==> config.mk <==
export PLATFORM = sky130hd
export DESIGN_NAME = serial_rx_error_flags
export DESIGN_NICKNAME = d
export VERILOG_FILES = /design/src/serial_rx_pkg.sv /design/src/serial_rx_frame.sv /design/src/serial_rx_error_flags.sv
export SDC_FILE = /design/constraint.sdc
export NUM_CORES = 1
export LEC_CHECK = 0
export BUFFER_PORTS_ARGS = -buffer_cell sky130_fd_sc_hd__buf_2
export CORE_UTILIZATION = 25
export CTS_BUF_LIST = sky130_fd_sc_hd__clkbuf_4 sky130_fd_sc_hd__clkbuf_8
export CTS_CLUSTER_SIZE = 14
export DETAILED_ROUTE_END_ITERATION = 8
export PLACE_DENSITY_LB_ADDON = 0.25
export SLEW_MARGIN = 20
export SYNTH_ARGS = -nofsm -noshare
export SYNTH_HDL_FRONTEND = slang
export SYNTH_SLANG_ARGS = --single-unit
==> constraint.sdc <==
create_clock -name CLOCK -period 2.7 [get_ports CLOCK]
set_input_delay 0.405 -clock CLOCK [delete_from_list [all_inputs] [get_ports CLOCK]]
set_output_delay 0.405 -clock CLOCK [all_outputs]
set_load 0.05 [all_outputs]
==> src/serial_rx_pkg.sv <==
// shared constants and types of the serial receive status block
package serial_rx_pkg;

    // ------------------------------------------------------------
    // oversampling and receiver timing
    // ------------------------------------------------------------
    localparam int OVS = 16;
    localparam logic [3:0] OS_FIRST = 4'h1;
    localparam logic [3:0] SAMPLE_A = 4'h7;
    localparam logic [3:0] SAMPLE_B = 4'h8;
    localparam logic [3:0] SAMPLE_C = 4'h9;
    localparam logic [2:0] LAST_BIT = 3'h7;
    localparam int IDLE_BITS = 10;
    localparam logic [7:0] IDLE_TICKS = 8'(IDLE_BITS * OVS);

    // ------------------------------------------------------------
    // register byte offsets
    // ------------------------------------------------------------
    localparam logic [7:0] OFS_STATUS = 8'h00;
    localparam logic [7:0] OFS_DATA = 8'h04;
    localparam logic [7:0] OFS_CTRL = 8'h08;
    localparam logic [7:0] OFS_BAUD = 8'h0C;
    localparam logic [7:0] OFS_ISTAT = 8'h10;
    localparam logic [7:0] OFS_IMASK = 8'h14;

    // ------------------------------------------------------------
    // field positions and reset values
    // ------------------------------------------------------------
    localparam int FLAG_W = 6;
    localparam int ST_PERR = 0;
    localparam int ST_FERR = 1;
    localparam int ST_NOISE = 2;
    localparam int ST_OVR = 3;
    localparam int ST_IDLE = 4;
    localparam int ST_FULL = 5;
    localparam int CTRL_W = 3;
    localparam int CT_PCE = 0;
    localparam int CT_ODD = 1;
    localparam int CT_WAKE = 2;
    localparam int BAUD_W = 16;
    localparam logic [CTRL_W-1:0] CTRL_RST = 3'h0;
    localparam logic [BAUD_W-1:0] BAUD_RST = 16'h0035;
    localparam logic [FLAG_W-1:0] MASK_RST = 6'h00;

    typedef enum logic [2:0] {
        RX_IDLE = 3'b000,
        RX_START = 3'b001,
        RX_DATA = 3'b010,
        RX_PAR = 3'b011,
        RX_STOP = 3'b100
    } rx_state_e;

    typedef struct packed {
        logic parity_check_enable;
        logic parity_odd_select;
    } rx_cfg_s;

    typedef struct packed {
        logic [7:0] data;
        logic noise;
        logic frame_err;
        logic parity_err;
    } rx_frame_s;

endpackage

==> src/serial_rx_frame.sv <==
// oversampling frame receiver: start, data, parity and stop with noise vote
`timescale 1ns/1ps
module serial_rx_frame (
    // clock and reset
    input wire logic clk,
    input wire logic rst_n,
    // line and control
    input wire logic rxd,
    input wire logic hold,
    input serial_rx_pkg::rx_cfg_s cfg,
    input wire logic [serial_rx_pkg::BAUD_W-1:0] div,
    // results
    output logic done,
    output serial_rx_pkg::rx_frame_s frame,
    output logic idle_pulse
);
    logic rxd_m, rxd_s;
    logic [serial_rx_pkg::BAUD_W-1:0] div_cnt;
    logic tick;
    serial_rx_pkg::rx_state_e state;
    logic [3:0] os_cnt;
    logic [2:0] bit_cnt;
    logic [7:0] shift;
    logic s_a, s_b, par_bit, noisy;
    logic bit_val, bit_noisy, decide;
    logic [7:0] idle_cnt;
    logic idle_armed;

    // two-flop synchroniser, only rxd_s is read by logic
    always_ff @(posedge clk) begin
        rxd_m <= rst_n ? rxd : 1'b1;
        rxd_s <= rst_n ? rxd_m : 1'b1;
    end

    // oversample enable, period is div+1 clocks
    assign tick = (div_cnt == '0);
    always_ff @(posedge clk) begin
        if (!rst_n || tick) begin
            div_cnt <= rst_n ? div : '0;
        end else begin
            div_cnt <= div_cnt - 1'b1;
        end
    end

    // three samples around bit centre, majority wins
    assign decide = tick && (state != serial_rx_pkg::RX_IDLE) && (os_cnt == serial_rx_pkg::SAMPLE_C);
    assign bit_val = (s_a & s_b) | (s_a & rxd_s) | (s_b & rxd_s);
    assign bit_noisy = !((s_a == s_b) && (s_b == rxd_s));
    always_ff @(posedge clk) begin
        if (tick && os_cnt == serial_rx_pkg::SAMPLE_A) begin
            s_a <= rxd_s;
        end
        if (tick && os_cnt == serial_rx_pkg::SAMPLE_B) begin
            s_b <= rxd_s;
        end
    end

    // frame sequencer; a held receiver ignores start edges
    always_ff @(posedge clk) begin
        if (!rst_n) begin
            state <= serial_rx_pkg::RX_IDLE;
            os_cnt <= '0;
            bit_cnt <= '0;
            noisy <= 1'b0;
        end else if (tick) begin
            case (state)
                serial_rx_pkg::RX_IDLE: begin
                    if (!rxd_s && !hold) begin
                        state <= serial_rx_pkg::RX_START;
                        os_cnt <= serial_rx_pkg::OS_FIRST;
                        noisy <= 1'b0;
                    end
                end
                default: begin
                    os_cnt <= os_cnt + 1'b1;
                    if (decide) begin
                        noisy <= noisy | bit_noisy;
                        case (state)
                            serial_rx_pkg::RX_START: begin
                                state <= bit_val ? serial_rx_pkg::RX_IDLE : serial_rx_pkg::RX_DATA;
                                bit_cnt <= '0;
                            end
                            serial_rx_pkg::RX_DATA: begin
                                bit_cnt <= bit_cnt + 1'b1;
                                if (bit_cnt == serial_rx_pkg::LAST_BIT) begin
                                    state <= cfg.parity_check_enable ?
                                        serial_rx_pkg::RX_PAR : serial_rx_pkg::RX_STOP;
                                end
                            end
                            serial_rx_pkg::RX_PAR: begin
                                state <= serial_rx_pkg::RX_STOP;
                            end
                            default: begin
                                state <= serial_rx_pkg::RX_IDLE;
                            end
                        endcase
                    end
                end
            endcase
        end
    end

    // data and parity bit capture
    always_ff @(posedge clk) begin
        if (decide && state == serial_rx_pkg::RX_DATA) begin
            shift <= {bit_val, shift[7:1]};
        end
        if (decide && state == serial_rx_pkg::RX_PAR) begin
            par_bit <= bit_val;
        end
    end

    // finished frame, reported at the stop bit centre
    always_ff @(posedge clk) begin
        if (!rst_n) begin
            done <= 1'b0;
            frame <= '0;
        end else begin
            done <= decide && (state == serial_rx_pkg::RX_STOP);
            if (decide && state == serial_rx_pkg::RX_STOP) begin
                frame.data <= shift;
                frame.noise <= noisy | bit_noisy;
                frame.frame_err <= !bit_val;
                frame.parity_err <= cfg.parity_check_enable &&
                    ((^shift ^ par_bit) != cfg.parity_odd_select);
            end
        end
    end

    // idle line: ten bit times of mark after a frame, reported once
    always_ff @(posedge clk) begin
        if (!rst_n) begin
            idle_cnt <= '0;
            idle_armed <= 1'b0;
            idle_pulse <= 1'b0;
        end else begin
            idle_pulse <= 1'b0;
            if (state != serial_rx_pkg::RX_IDLE || !rxd_s) begin
                idle_cnt <= '0;
                idle_armed <= 1'b1;
            end else if (tick && idle_armed) begin
                idle_cnt <= idle_cnt + 1'b1;
                if (idle_cnt == serial_rx_pkg::IDLE_TICKS - 8'h01) begin
                    idle_pulse <= 1'b1;
                    idle_armed <= 1'b0;
                end
            end
        end
    end
endmodule

==> src/serial_rx_error_flags.sv <==
// receive status flags of an asynchronous serial port with an apb register slave
//
// Summary of operation
// - overrun bit 3 sets when a frame completes while the previous one is unread
// - on overrun the new frame is dropped, held receive data stays unchanged
// - overrun clears only by status read with it set, then a data read
// - noise bit 2 sets together with receive-full, never on an overrun frame
// - noise clears by a status read followed by a data read
// - framing error bit 1 sets on a zero stop bit, with receive-full, not on overrun
// - while framing error is set no new frame is accepted
// - framing error clears by a status read that saw it, then a data read
// - parity error bit 0 sets on parity mismatch when checking is on, with receive-full
// - parity error clears by a status read followed by a data read
// - while receiver wakeup is set the idle flag is not raised
// - overrun seen after the arming status read survives a data read; needs another pair
// - each error flag reads one when detected, zero otherwise
`timescale 1ns/1ps
module serial_rx_error_flags (
    // clock and reset
    input wire logic CLOCK,
    input wire logic RSTN,
    // apb slave
    input wire logic PSEL,
    input wire logic PENABLE,
    input wire logic PWRITE,
    input wire logic [7:0] PADDR,
    input wire logic [31:0] PWDATA,
    output logic [31:0] PRDATA,
    output logic PREADY,
    output logic PSLVERR,
    // serial line
    input wire logic RXD,
    // interrupt
    output logic IRQ
);
    // ------------------------------------------------------------
    // declarations
    // ------------------------------------------------------------
    logic [serial_rx_pkg::CTRL_W-1:0] ctrl_r;
    logic [serial_rx_pkg::BAUD_W-1:0] baud_r;
    logic [7:0] data_r;
    logic [serial_rx_pkg::FLAG_W-1:0] flag_r;
    logic [serial_rx_pkg::FLAG_W-1:0] armed_r;
    logic [serial_rx_pkg::FLAG_W-1:0] irq_stat_r;
    logic [serial_rx_pkg::FLAG_W-1:0] irq_mask_r;
    logic [serial_rx_pkg::FLAG_W-1:0] set_vec;
    logic [serial_rx_pkg::FLAG_W-1:0] clr_vec;
    logic [31:0] rd_word;
    logic rd_hit;
    logic access, rd_stat, rd_data, rd_istat;
    logic fr_done, idle_pulse, load, ovr_evt;
    serial_rx_pkg::rx_frame_s fr;
    serial_rx_pkg::rx_cfg_s cfg;

    function automatic logic sel(input logic [7:0] addr, input logic [7:0] ofs);
        sel = (addr == ofs);
    endfunction

    // ------------------------------------------------------------
    // frame receiver
    // ------------------------------------------------------------
    assign cfg.parity_check_enable = ctrl_r[serial_rx_pkg::CT_PCE];
    assign cfg.parity_odd_select = ctrl_r[serial_rx_pkg::CT_ODD];

    // the framing set pulse holds too: the low stop bit would look like a start
    serial_rx_frame u_rx (
        .clk(CLOCK),
        .rst_n(RSTN),
        .rxd(RXD),
        .hold(flag_r[serial_rx_pkg::ST_FERR] || set_vec[serial_rx_pkg::ST_FERR]),
        .cfg(cfg),
        .div(baud_r),
        .done(fr_done),
        .frame(fr),
        .idle_pulse(idle_pulse)
    );

    // ------------------------------------------------------------
    // apb decode
    // ------------------------------------------------------------
    // pready is raised for the access cycle, so every transfer takes two cycles
    assign access = PSEL && PENABLE && PREADY;
    assign rd_stat = access && !PWRITE && sel(PADDR, serial_rx_pkg::OFS_STATUS);
    assign rd_data = access && !PWRITE && sel(PADDR, serial_rx_pkg::OFS_DATA);
    assign rd_istat = access && !PWRITE && sel(PADDR, serial_rx_pkg::OFS_ISTAT);

    // read multiplexer; reserved bits read zero
    always_comb begin
        rd_word = '0;
        rd_hit = 1'b1;
        if (sel(PADDR, serial_rx_pkg::OFS_STATUS)) begin
            rd_word[serial_rx_pkg::FLAG_W-1:0] = flag_r;
        end else if (sel(PADDR, serial_rx_pkg::OFS_DATA)) begin
            rd_word[7:0] = data_r;
        end else if (sel(PADDR, serial_rx_pkg::OFS_CTRL)) begin
            rd_word[serial_rx_pkg::CTRL_W-1:0] = ctrl_r;
        end else if (sel(PADDR, serial_rx_pkg::OFS_BAUD)) begin
            rd_word[serial_rx_pkg::BAUD_W-1:0] = baud_r;
        end else if (sel(PADDR, serial_rx_pkg::OFS_ISTAT)) begin
            rd_word[serial_rx_pkg::FLAG_W-1:0] = irq_stat_r;
        end else if (sel(PADDR, serial_rx_pkg::OFS_IMASK)) begin
            rd_word[serial_rx_pkg::FLAG_W-1:0] = irq_mask_r;
        end else begin
            rd_hit = 1'b0;
        end
    end

    // answer registered in the setup cycle, held through the access cycle
    always_ff @(posedge CLOCK) begin
        if (!RSTN) begin
            PREADY <= 1'b0;
            PRDATA <= '0;
            PSLVERR <= 1'b0;
        end else begin
            PREADY <= PSEL && !PENABLE;
            if (PSEL && !PENABLE) begin
                PRDATA <= PWRITE ? 32'h0000_0000 : rd_word;
                PSLVERR <= !rd_hit;
            end
        end
    end

    // writable control registers; writes to read-only words are dropped
    always_ff @(posedge CLOCK) begin
        if (!RSTN) begin
            ctrl_r <= serial_rx_pkg::CTRL_RST;
            baud_r <= serial_rx_pkg::BAUD_RST;
            irq_mask_r <= serial_rx_pkg::MASK_RST;
        end else if (access && PWRITE) begin
            if (sel(PADDR, serial_rx_pkg::OFS_CTRL)) begin
                ctrl_r <= PWDATA[serial_rx_pkg::CTRL_W-1:0];
            end else if (sel(PADDR, serial_rx_pkg::OFS_BAUD)) begin
                baud_r <= PWDATA[serial_rx_pkg::BAUD_W-1:0];
            end else if (sel(PADDR, serial_rx_pkg::OFS_IMASK)) begin
                irq_mask_r <= PWDATA[serial_rx_pkg::FLAG_W-1:0];
            end
        end
    end

    // ------------------------------------------------------------
    // receive flags
    // ------------------------------------------------------------
    // a frame finishing while data is unread is an overrun, even in the
    // very cycle the data read clears full: the old byte was not yet gone
    assign ovr_evt = fr_done && flag_r[serial_rx_pkg::ST_FULL];
    assign load = fr_done && !flag_r[serial_rx_pkg::ST_FULL];

    // noise, framing and parity flags only ever set on a loaded frame, never on an overrun
    always_comb begin
        set_vec = '0;
        set_vec[serial_rx_pkg::ST_FULL] = load;
        set_vec[serial_rx_pkg::ST_OVR] = ovr_evt;
        set_vec[serial_rx_pkg::ST_NOISE] = load && fr.noise;
        set_vec[serial_rx_pkg::ST_FERR] = load && fr.frame_err;
        set_vec[serial_rx_pkg::ST_PERR] = load && fr.parity_err;
        set_vec[serial_rx_pkg::ST_IDLE] = idle_pulse && !ctrl_r[serial_rx_pkg::CT_WAKE];
    end

    // only flags that the status read returned as set are cleared by the data read
    assign clr_vec = rd_data ? armed_r : '0;

    // snapshot of the status word software actually received
    always_ff @(posedge CLOCK) begin
        if (!RSTN) begin
            armed_r <= '0;
        end else if (rd_stat) begin
            armed_r <= PRDATA[serial_rx_pkg::FLAG_W-1:0];
        end else if (rd_data) begin
            armed_r <= '0;
        end
    end

    // flags: set wins over a clear in the same cycle
    always_ff @(posedge CLOCK) begin
        if (!RSTN) begin
            flag_r <= '0;
        end else begin
            flag_r <= (flag_r & ~clr_vec) | set_vec;
        end
    end

    // held data changes only on a frame that did not overrun
    always_ff @(posedge CLOCK) begin
        if (!RSTN) begin
            data_r <= '0;
        end else if (load) begin
            data_r <= fr.data;
        end
    end

    // ------------------------------------------------------------
    // interrupt
    // ------------------------------------------------------------
    // sticky event bits, cleared by reading them; a new event survives the read
    always_ff @(posedge CLOCK) begin
        if (!RSTN) begin
            irq_stat_r <= '0;
        end else begin
            irq_stat_r <= (rd_istat ? '0 : irq_stat_r) | set_vec;
        end
    end

    // one cycle behind the status bits, kept registered for a clean output
    always_ff @(posedge CLOCK) begin
        if (!RSTN) begin
            IRQ <= 1'b0;
        end else begin
            IRQ <= |(irq_stat_r & irq_mask_r);
        end
    end
endmodule

Yosys cells after proc, flatten, opt, wreduce, memory -nomap -nowiden --
Index checks and enable logic that the tools add are counted.
Operators by class: add/sub/neg operators 4, equality and inequality tests 19, muxes and demuxes 40, bitwise logic cells 17, reductions and logical operators 59
Operator list (number):
- $mux W16 | 3
- $mux W6 | 8
- $logic_and A1 B1 Y1 | 25
- $mux W10 | 2
- $mux W3 | 6
- $eq A8 B4 Y1 const B | 2
- $eq A8 B5 Y1 const B | 2
- $logic_not A16 Y1 | 1
- $mux W8 | 2
- $sub A16 B1 Y16 const B | 1
- $mux W1 | 13
- $mux W13 | 1
- $and A6 B6 Y6 | 2
- $or A6 B6 Y6 | 2
- $reduce_and A4 Y1 | 3
- $logic_not A1 Y1 | 10
- $reduce_bool A2 Y1 | 5
- $pmux W3 S3 | 1
- $add A8 B1 Y8 const B | 1
- $eq A4 B4 Y1 const B | 2
- $eq A8 B3 Y1 const B | 1
- $eq A8 B8 Y1 const B | 1
- $logic_not A8 Y1 | 1
- $mux W4 | 2
- other kinds (26) | 42
Word-level totals: register bits after elaboration 148, bits of input ports 46, word-level logic and storage cells 169

Logic depth before layout (Yosys ltp) --
depth after elaboration 8, depth in mapped cells 9, gate-level depth less buffers 7

Hierarchy --
From an unflattened synthesis, not the netlist that was laid out.
Unflattened totals: cells, all modules 681, area, all modules 6127.1 um^2
By module, submodules not included:
- serial_rx_error_flags | instances 1, cells an instance 354, area each 3146.8 um^2, seq. area each 1401.3 um^2
- serial_rx_frame | instances 1, cells an instance 327, area each 2980.4 um^2, seq. area each 1351.3 um^2

Least setup slack after synthesis --
OpenSTA, ideal clock, no wires.
kind register to register, from register u_rx.div_cnt[0] in the netlist's numbering, to register u_rx.shift[0] (enable), library setup time 0.376 ns, data arrival time 1.652 ns, data required time 2.324 ns, setup slack 0.672 ns, stages on the path, launching flop included 7, buffers on the path 1, path through dfxtp_1 inv_1 ha_1 nor3b_1 nand4_1 clkbuf_1 nor3_2
On the way: longest elaborated chain between the ends 4
Ends and longest elaborated chain:
- start, declared | line serial_rx_frame.sv:18 | logic [serial_rx_pkg::BAUD_W-1:0] div_cnt;
- start signal, assigned | line serial_rx_frame.sv:39 | div_cnt <= rst_n ? div : '0;
- start signal, assigned | line serial_rx_frame.sv:41 | div_cnt <= div_cnt - 1'b1;
- $logic_not A16 Y1 | line serial_rx_frame.sv:36 | assign tick = (div_cnt == '0);
- $logic_and A1 B1 Y1 (2 in a row) | line serial_rx_frame.sv:46 | assign decide = tick && (state != serial_rx_pkg::RX_IDLE) && (os_cnt == serial_rx_pkg::SAMPLE_C);
- $logic_and A1 B1 Y1 | line serial_rx_frame.sv:105 | if (decide && state == serial_rx_pkg::RX_DATA) begin
- end signal, assigned | line serial_rx_frame.sv:106 | shift <= {bit_val, shift[7:1]};
- end, declared | line serial_rx_frame.sv:23 | logic [7:0] shift;
Every way passes these cells. A chain may end at the register's enable or synchronous reset.

Worst setup path in the final report --
from register u_rx.div_cnt[0] in the netlist's numbering, to register u_rx.frame[8] in the netlist's numbering
On the way: longest elaborated chain between the ends 4
Ends and longest elaborated chain:
- $logic_not A16 Y1 | line serial_rx_frame.sv:36
- $logic_and A1 B1 Y1 (2 in a row) | line serial_rx_frame.sv:46
- $logic_and A1 B1 Y1 | line serial_rx_frame.sv:120 | if (decide && state == serial_rx_pkg::RX_STOP) begin
- end, declared | line serial_rx_frame.sv:14 | output serial_rx_pkg::rx_frame_s frame,
Every way passes these cells.

==> impl_metrics.py <==
metrics = {
    "run_status": {
        "status": "completed",
    },
    "drt": {
        "wl_per_cell_um": 14.5,
        "route.detailed.drc": 0,
        "dr.pass1.iters": 4,
        "via_per_inst": 4.57,
        "vias": 4850,
        "drt_wl_total_um": 15400,
        "ant_nets": 0,
        "drt_iter0_markers": 290,
    },
    "floorplanning": {
        "die_w_um": 157,
        "core_sq_mm": 0.0235,
        "fp-row-count": 56,
        "dieArea_sq_mm": 0.0246,
        "start_util": 0.255,
        "dieHeight_um": 157,
        "io_pins": 81,
    },
    "cells_and_area": {
        "final_area_sq_mm": 0.00693,
        "n_antenna_cell": 0,
        "area_growth_pct": 15.7,
        "nets": 785,
        "final_cells": 1061,
        "drive_gt1_frac": 0.155,
    },
    "sta": {
        "tightestPinTransition_ps": 675,
        "setup_tns_ps": 0,
        "maxSlewHeadroom": 0.550,
        "rsz0062_at_grt": "false",
        "slew_viol_final": 0,
        "timing.hold.ws_ps": 172,
        "fin_skew_ps": 11.9,
        "fmax_ghz": 0.444,
        "finalCritPeriodShare": 0.834,
        "setup_viol": 0,
        "finalHoldViolCount": 0,
        "min_period_ps": 2250,
    },
    "placement": {
        "dpl.hpwl_um": 10900,
        "place_area_sq_mm": 0.00657,
        "place_inst": 1029,
        "place.gp.congestion": 0.786,
        "portBuffers": 48,
    },
    "yosys": {
        "ys_ff_latch": 132,
        "synth.distinct_cells": 59,
        "syn_area_sq_mm": 0.00599,
        "synth-edff-count": 11,
        "synth_area_per_cell_sq_um": 8.83,
        "syn_inst": 678,
        "synth-main-ff-cell": "dfxtp_1",
        "yosysSeqAreaShare": 0.460,
        "async_flop_share": 0,
        "yosysWarningCount": 0,
    },
    "clock_network": {
        "cts.htree.levels": 4,
        "clk_latency_ps": 450,
        "cts-root-buf": "clkbuf_8",
        "cts_made_buffers": 17,
        "postCtsResizedCells": 0,
        "clock_sinks": 132,
        "cts_tree": "built",
        "ctsHoldBuffers": 0,
        "cts.path.max_buffers": 2,
        "post_cts_buffers": 0,
        "clkSlewWorstSetupHoldPaths_ps": 70,
    },
    "global_route": {
        "groute.usage.overall": 0.133,
        "antenna_found_initial": 0,
        "grt_overflow_total": 0,
        "grt_pass1_wl_um": 25000,
        "first_global_vias": 4681,
        "grt_max_degree": 96,
    },
    "worst_setup_path": {
        "rrSetupSlack_ps": 450,
        "crit_path_start_kind": "register",
        "setup.worst_path.end_class": "register",
        "arrival_ps": 2560,
        "r2r-end": "u_rx.frame[8]$_SDFFE_PN0P_",
        "r2r-start": "u_rx.div_cnt[0]$_DFF_P_",
        "path_class": "reg2reg",
        "critPathMaxStageDelay_ps": 580,
        "slowest_stage": "or3_1",
        "worstRegToRegCells": 8,
        "worstPathCellList": "inv_1, ha_1, nor3b_1, nand4_1, buf_4, or3_1, nand2_1, a21oi_1",
        "critPathMaxFanout": 12,
        "cp_data_required_time_ps": 3010,
    },
    "power_and_ir_drop": {
        "p_per_area_mw_per_mm2": 686,
        "ir_worst_vdd_mv": 0.277,
        "power.leakage_nw": 2.50,
        "power_w": 0.00475,
    },
    "min_path": {
        "whs_endpoint": "u_rx.rxd_m$_SDFF_PN1_",
        "hold_path_class": "in2reg",
        "hold_start": "RXD",
        "hold_depth": 2,
    },
    "run": {
        "maxCapViolCount": 0,
    },
}
per-stage QoR:
step	setup WS, ps	utilization
2_1_floorplan	672	-
3_3_place_gp	482	0.280
3_5_place_dp	451	0.280
4_1_cts	438	0.295
5_1_grt	285	0.295
6_report	448	0.295
layout make-up:
class / instances / area [sq um]
inverters: 10 / 37.5
repair buffers: 69 / 410
multi-input cells: 499 / 2970
flip-flops and latches: 132 / 2750
clock buffers: 21 / 270
fillers: 2516 / 16500
well taps: 319 / 399
clock inverters: 11 / 86.3
power by group:
part	switching, W	internal, W
combinational	0.000567	0.000405
sequential	0.000155	0.00209
clock	0.000769	0.000769
total	0.00149	0.00326
worst max-delay path by stage:
stage	to	slack, ps	cells past startpoint	start
2_1_floorplan	u_rx.shift[0]$_DFFE_PP_	670	6	u_rx.div_cnt[0]$_DFF_P_
3_3_place_gp	baud_r[13]$_SDFFE_PN0P_	480	7	PADDR[4]
3_5_place_dp	baud_r[10]$_SDFFE_PN0P_	450	7	PADDR[4]
4_1_cts	u_rx.frame[8]$_SDFFE_PN0P_	440	8	u_rx.div_cnt[0]$_DFF_P_
5_1_grt	u_rx.frame[0]$_SDFFE_PN0P_	280	7	u_rx.div_cnt[5]$_DFF_P_
6_report	u_rx.frame[8]$_SDFFE_PN0P_	450	8	u_rx.div_cnt[0]$_DFF_P_
sequential cells by signal, summed over array words and instances (netlist names), 3 cells and up:
name	cells
u_rx.os_cnt	4
u_rx.div_cnt	16
ctrl_r	3
baud_r	16
data_r	8
u_rx.bit_cnt	3
irq_mask_r	6
u_rx.state	3
irq_stat_r	6
u_rx.frame	11
PRDATA	16
flag_r	6
armed_r	6
u_rx.idle_cnt	8
u_rx.shift	8
cells by family after synthesis:
group	share of synthesized area
other	0.000626
AOI/OAI and AO/OA	0.166
and+or+nand+nor	0.227
xor gates and xnor gates	0.0403
DFF	0.460
muxes	0.0318
adders and majority gates	0.0209
buffers and inverters	0.0533
Yosys cell counts (4+ instances only):
cell,n,area share
o21ai_0,29,0.024
nand3_1,16,0.013
nor3_1,10,0.0084
o21a_1,5,0.0063
a21oi_1,60,0.050
xnor2_1,12,0.018
inv_1,9,0.0056
dfxtp_1,121,0.40
clkbuf_1,25,0.016
nor4_4,6,0.021
nor4_1,4,0.0042
nor2_1,70,0.044
mux2i_1,19,0.032
nand2b_1,11,0.011
nor2b_1,5,0.0052
buf_2,5,0.0042
buf_4,17,0.021
nand2_1,103,0.065
nand4_1,9,0.0094
a22oi_1,19,0.024
or4_1,4,0.0050
edfxtp_1,11,0.055
a311oi_1,7,0.010
a31oi_1,6,0.0063
ha_1,10,0.021
or3_1,7,0.0073
a211oi_1,13,0.016
xor2_1,13,0.019
critical path, delay by kind of cell, from the launching register on:
| family | cells | cell delay (ps) |
|---|---|---|
| flip-flops | 1 | 360 |
| AND/OR/NAND/NOR | 4 | 1170 |
| adder cells (fa/ha/maj) | 1 | 160 |
| buffers and inverters | 2 | 340 |
| AO/OA/AOI/OAI | 1 | 70 |
cell usage in the layout, fill, tap and decap left out, drive strengths merged, types with 11 or more instances in the layout:
cell | synthesis | routed
xnor2 | 12 | 12
a211oi | 14 | 14
edfxtp | 11 | 11
nand3 | 16 | 16
nand2 | 104 | 104
xor2 | 13 | 13
clkbuf | 26 | 21
conb | 1 | 16
dfxtp | 121 | 121
a22oi | 19 | 19
nor2 | 71 | 71
nand2b | 11 | 11
o21ai | 30 | 30
nor3 | 13 | 13
buf | 26 | 69
mux2i | 19 | 19
a21oi | 60 | 60
per-layer routing:
metal  GRT usage  share of wire  routed length [um]
met2       0.209           0.46                7090
met3      0.0332          0.033                 514
met4      0.0411          0.010                 161
met5           0              0                   0
met1       0.179           0.50                7640
(Power assumes the default switching activity.)
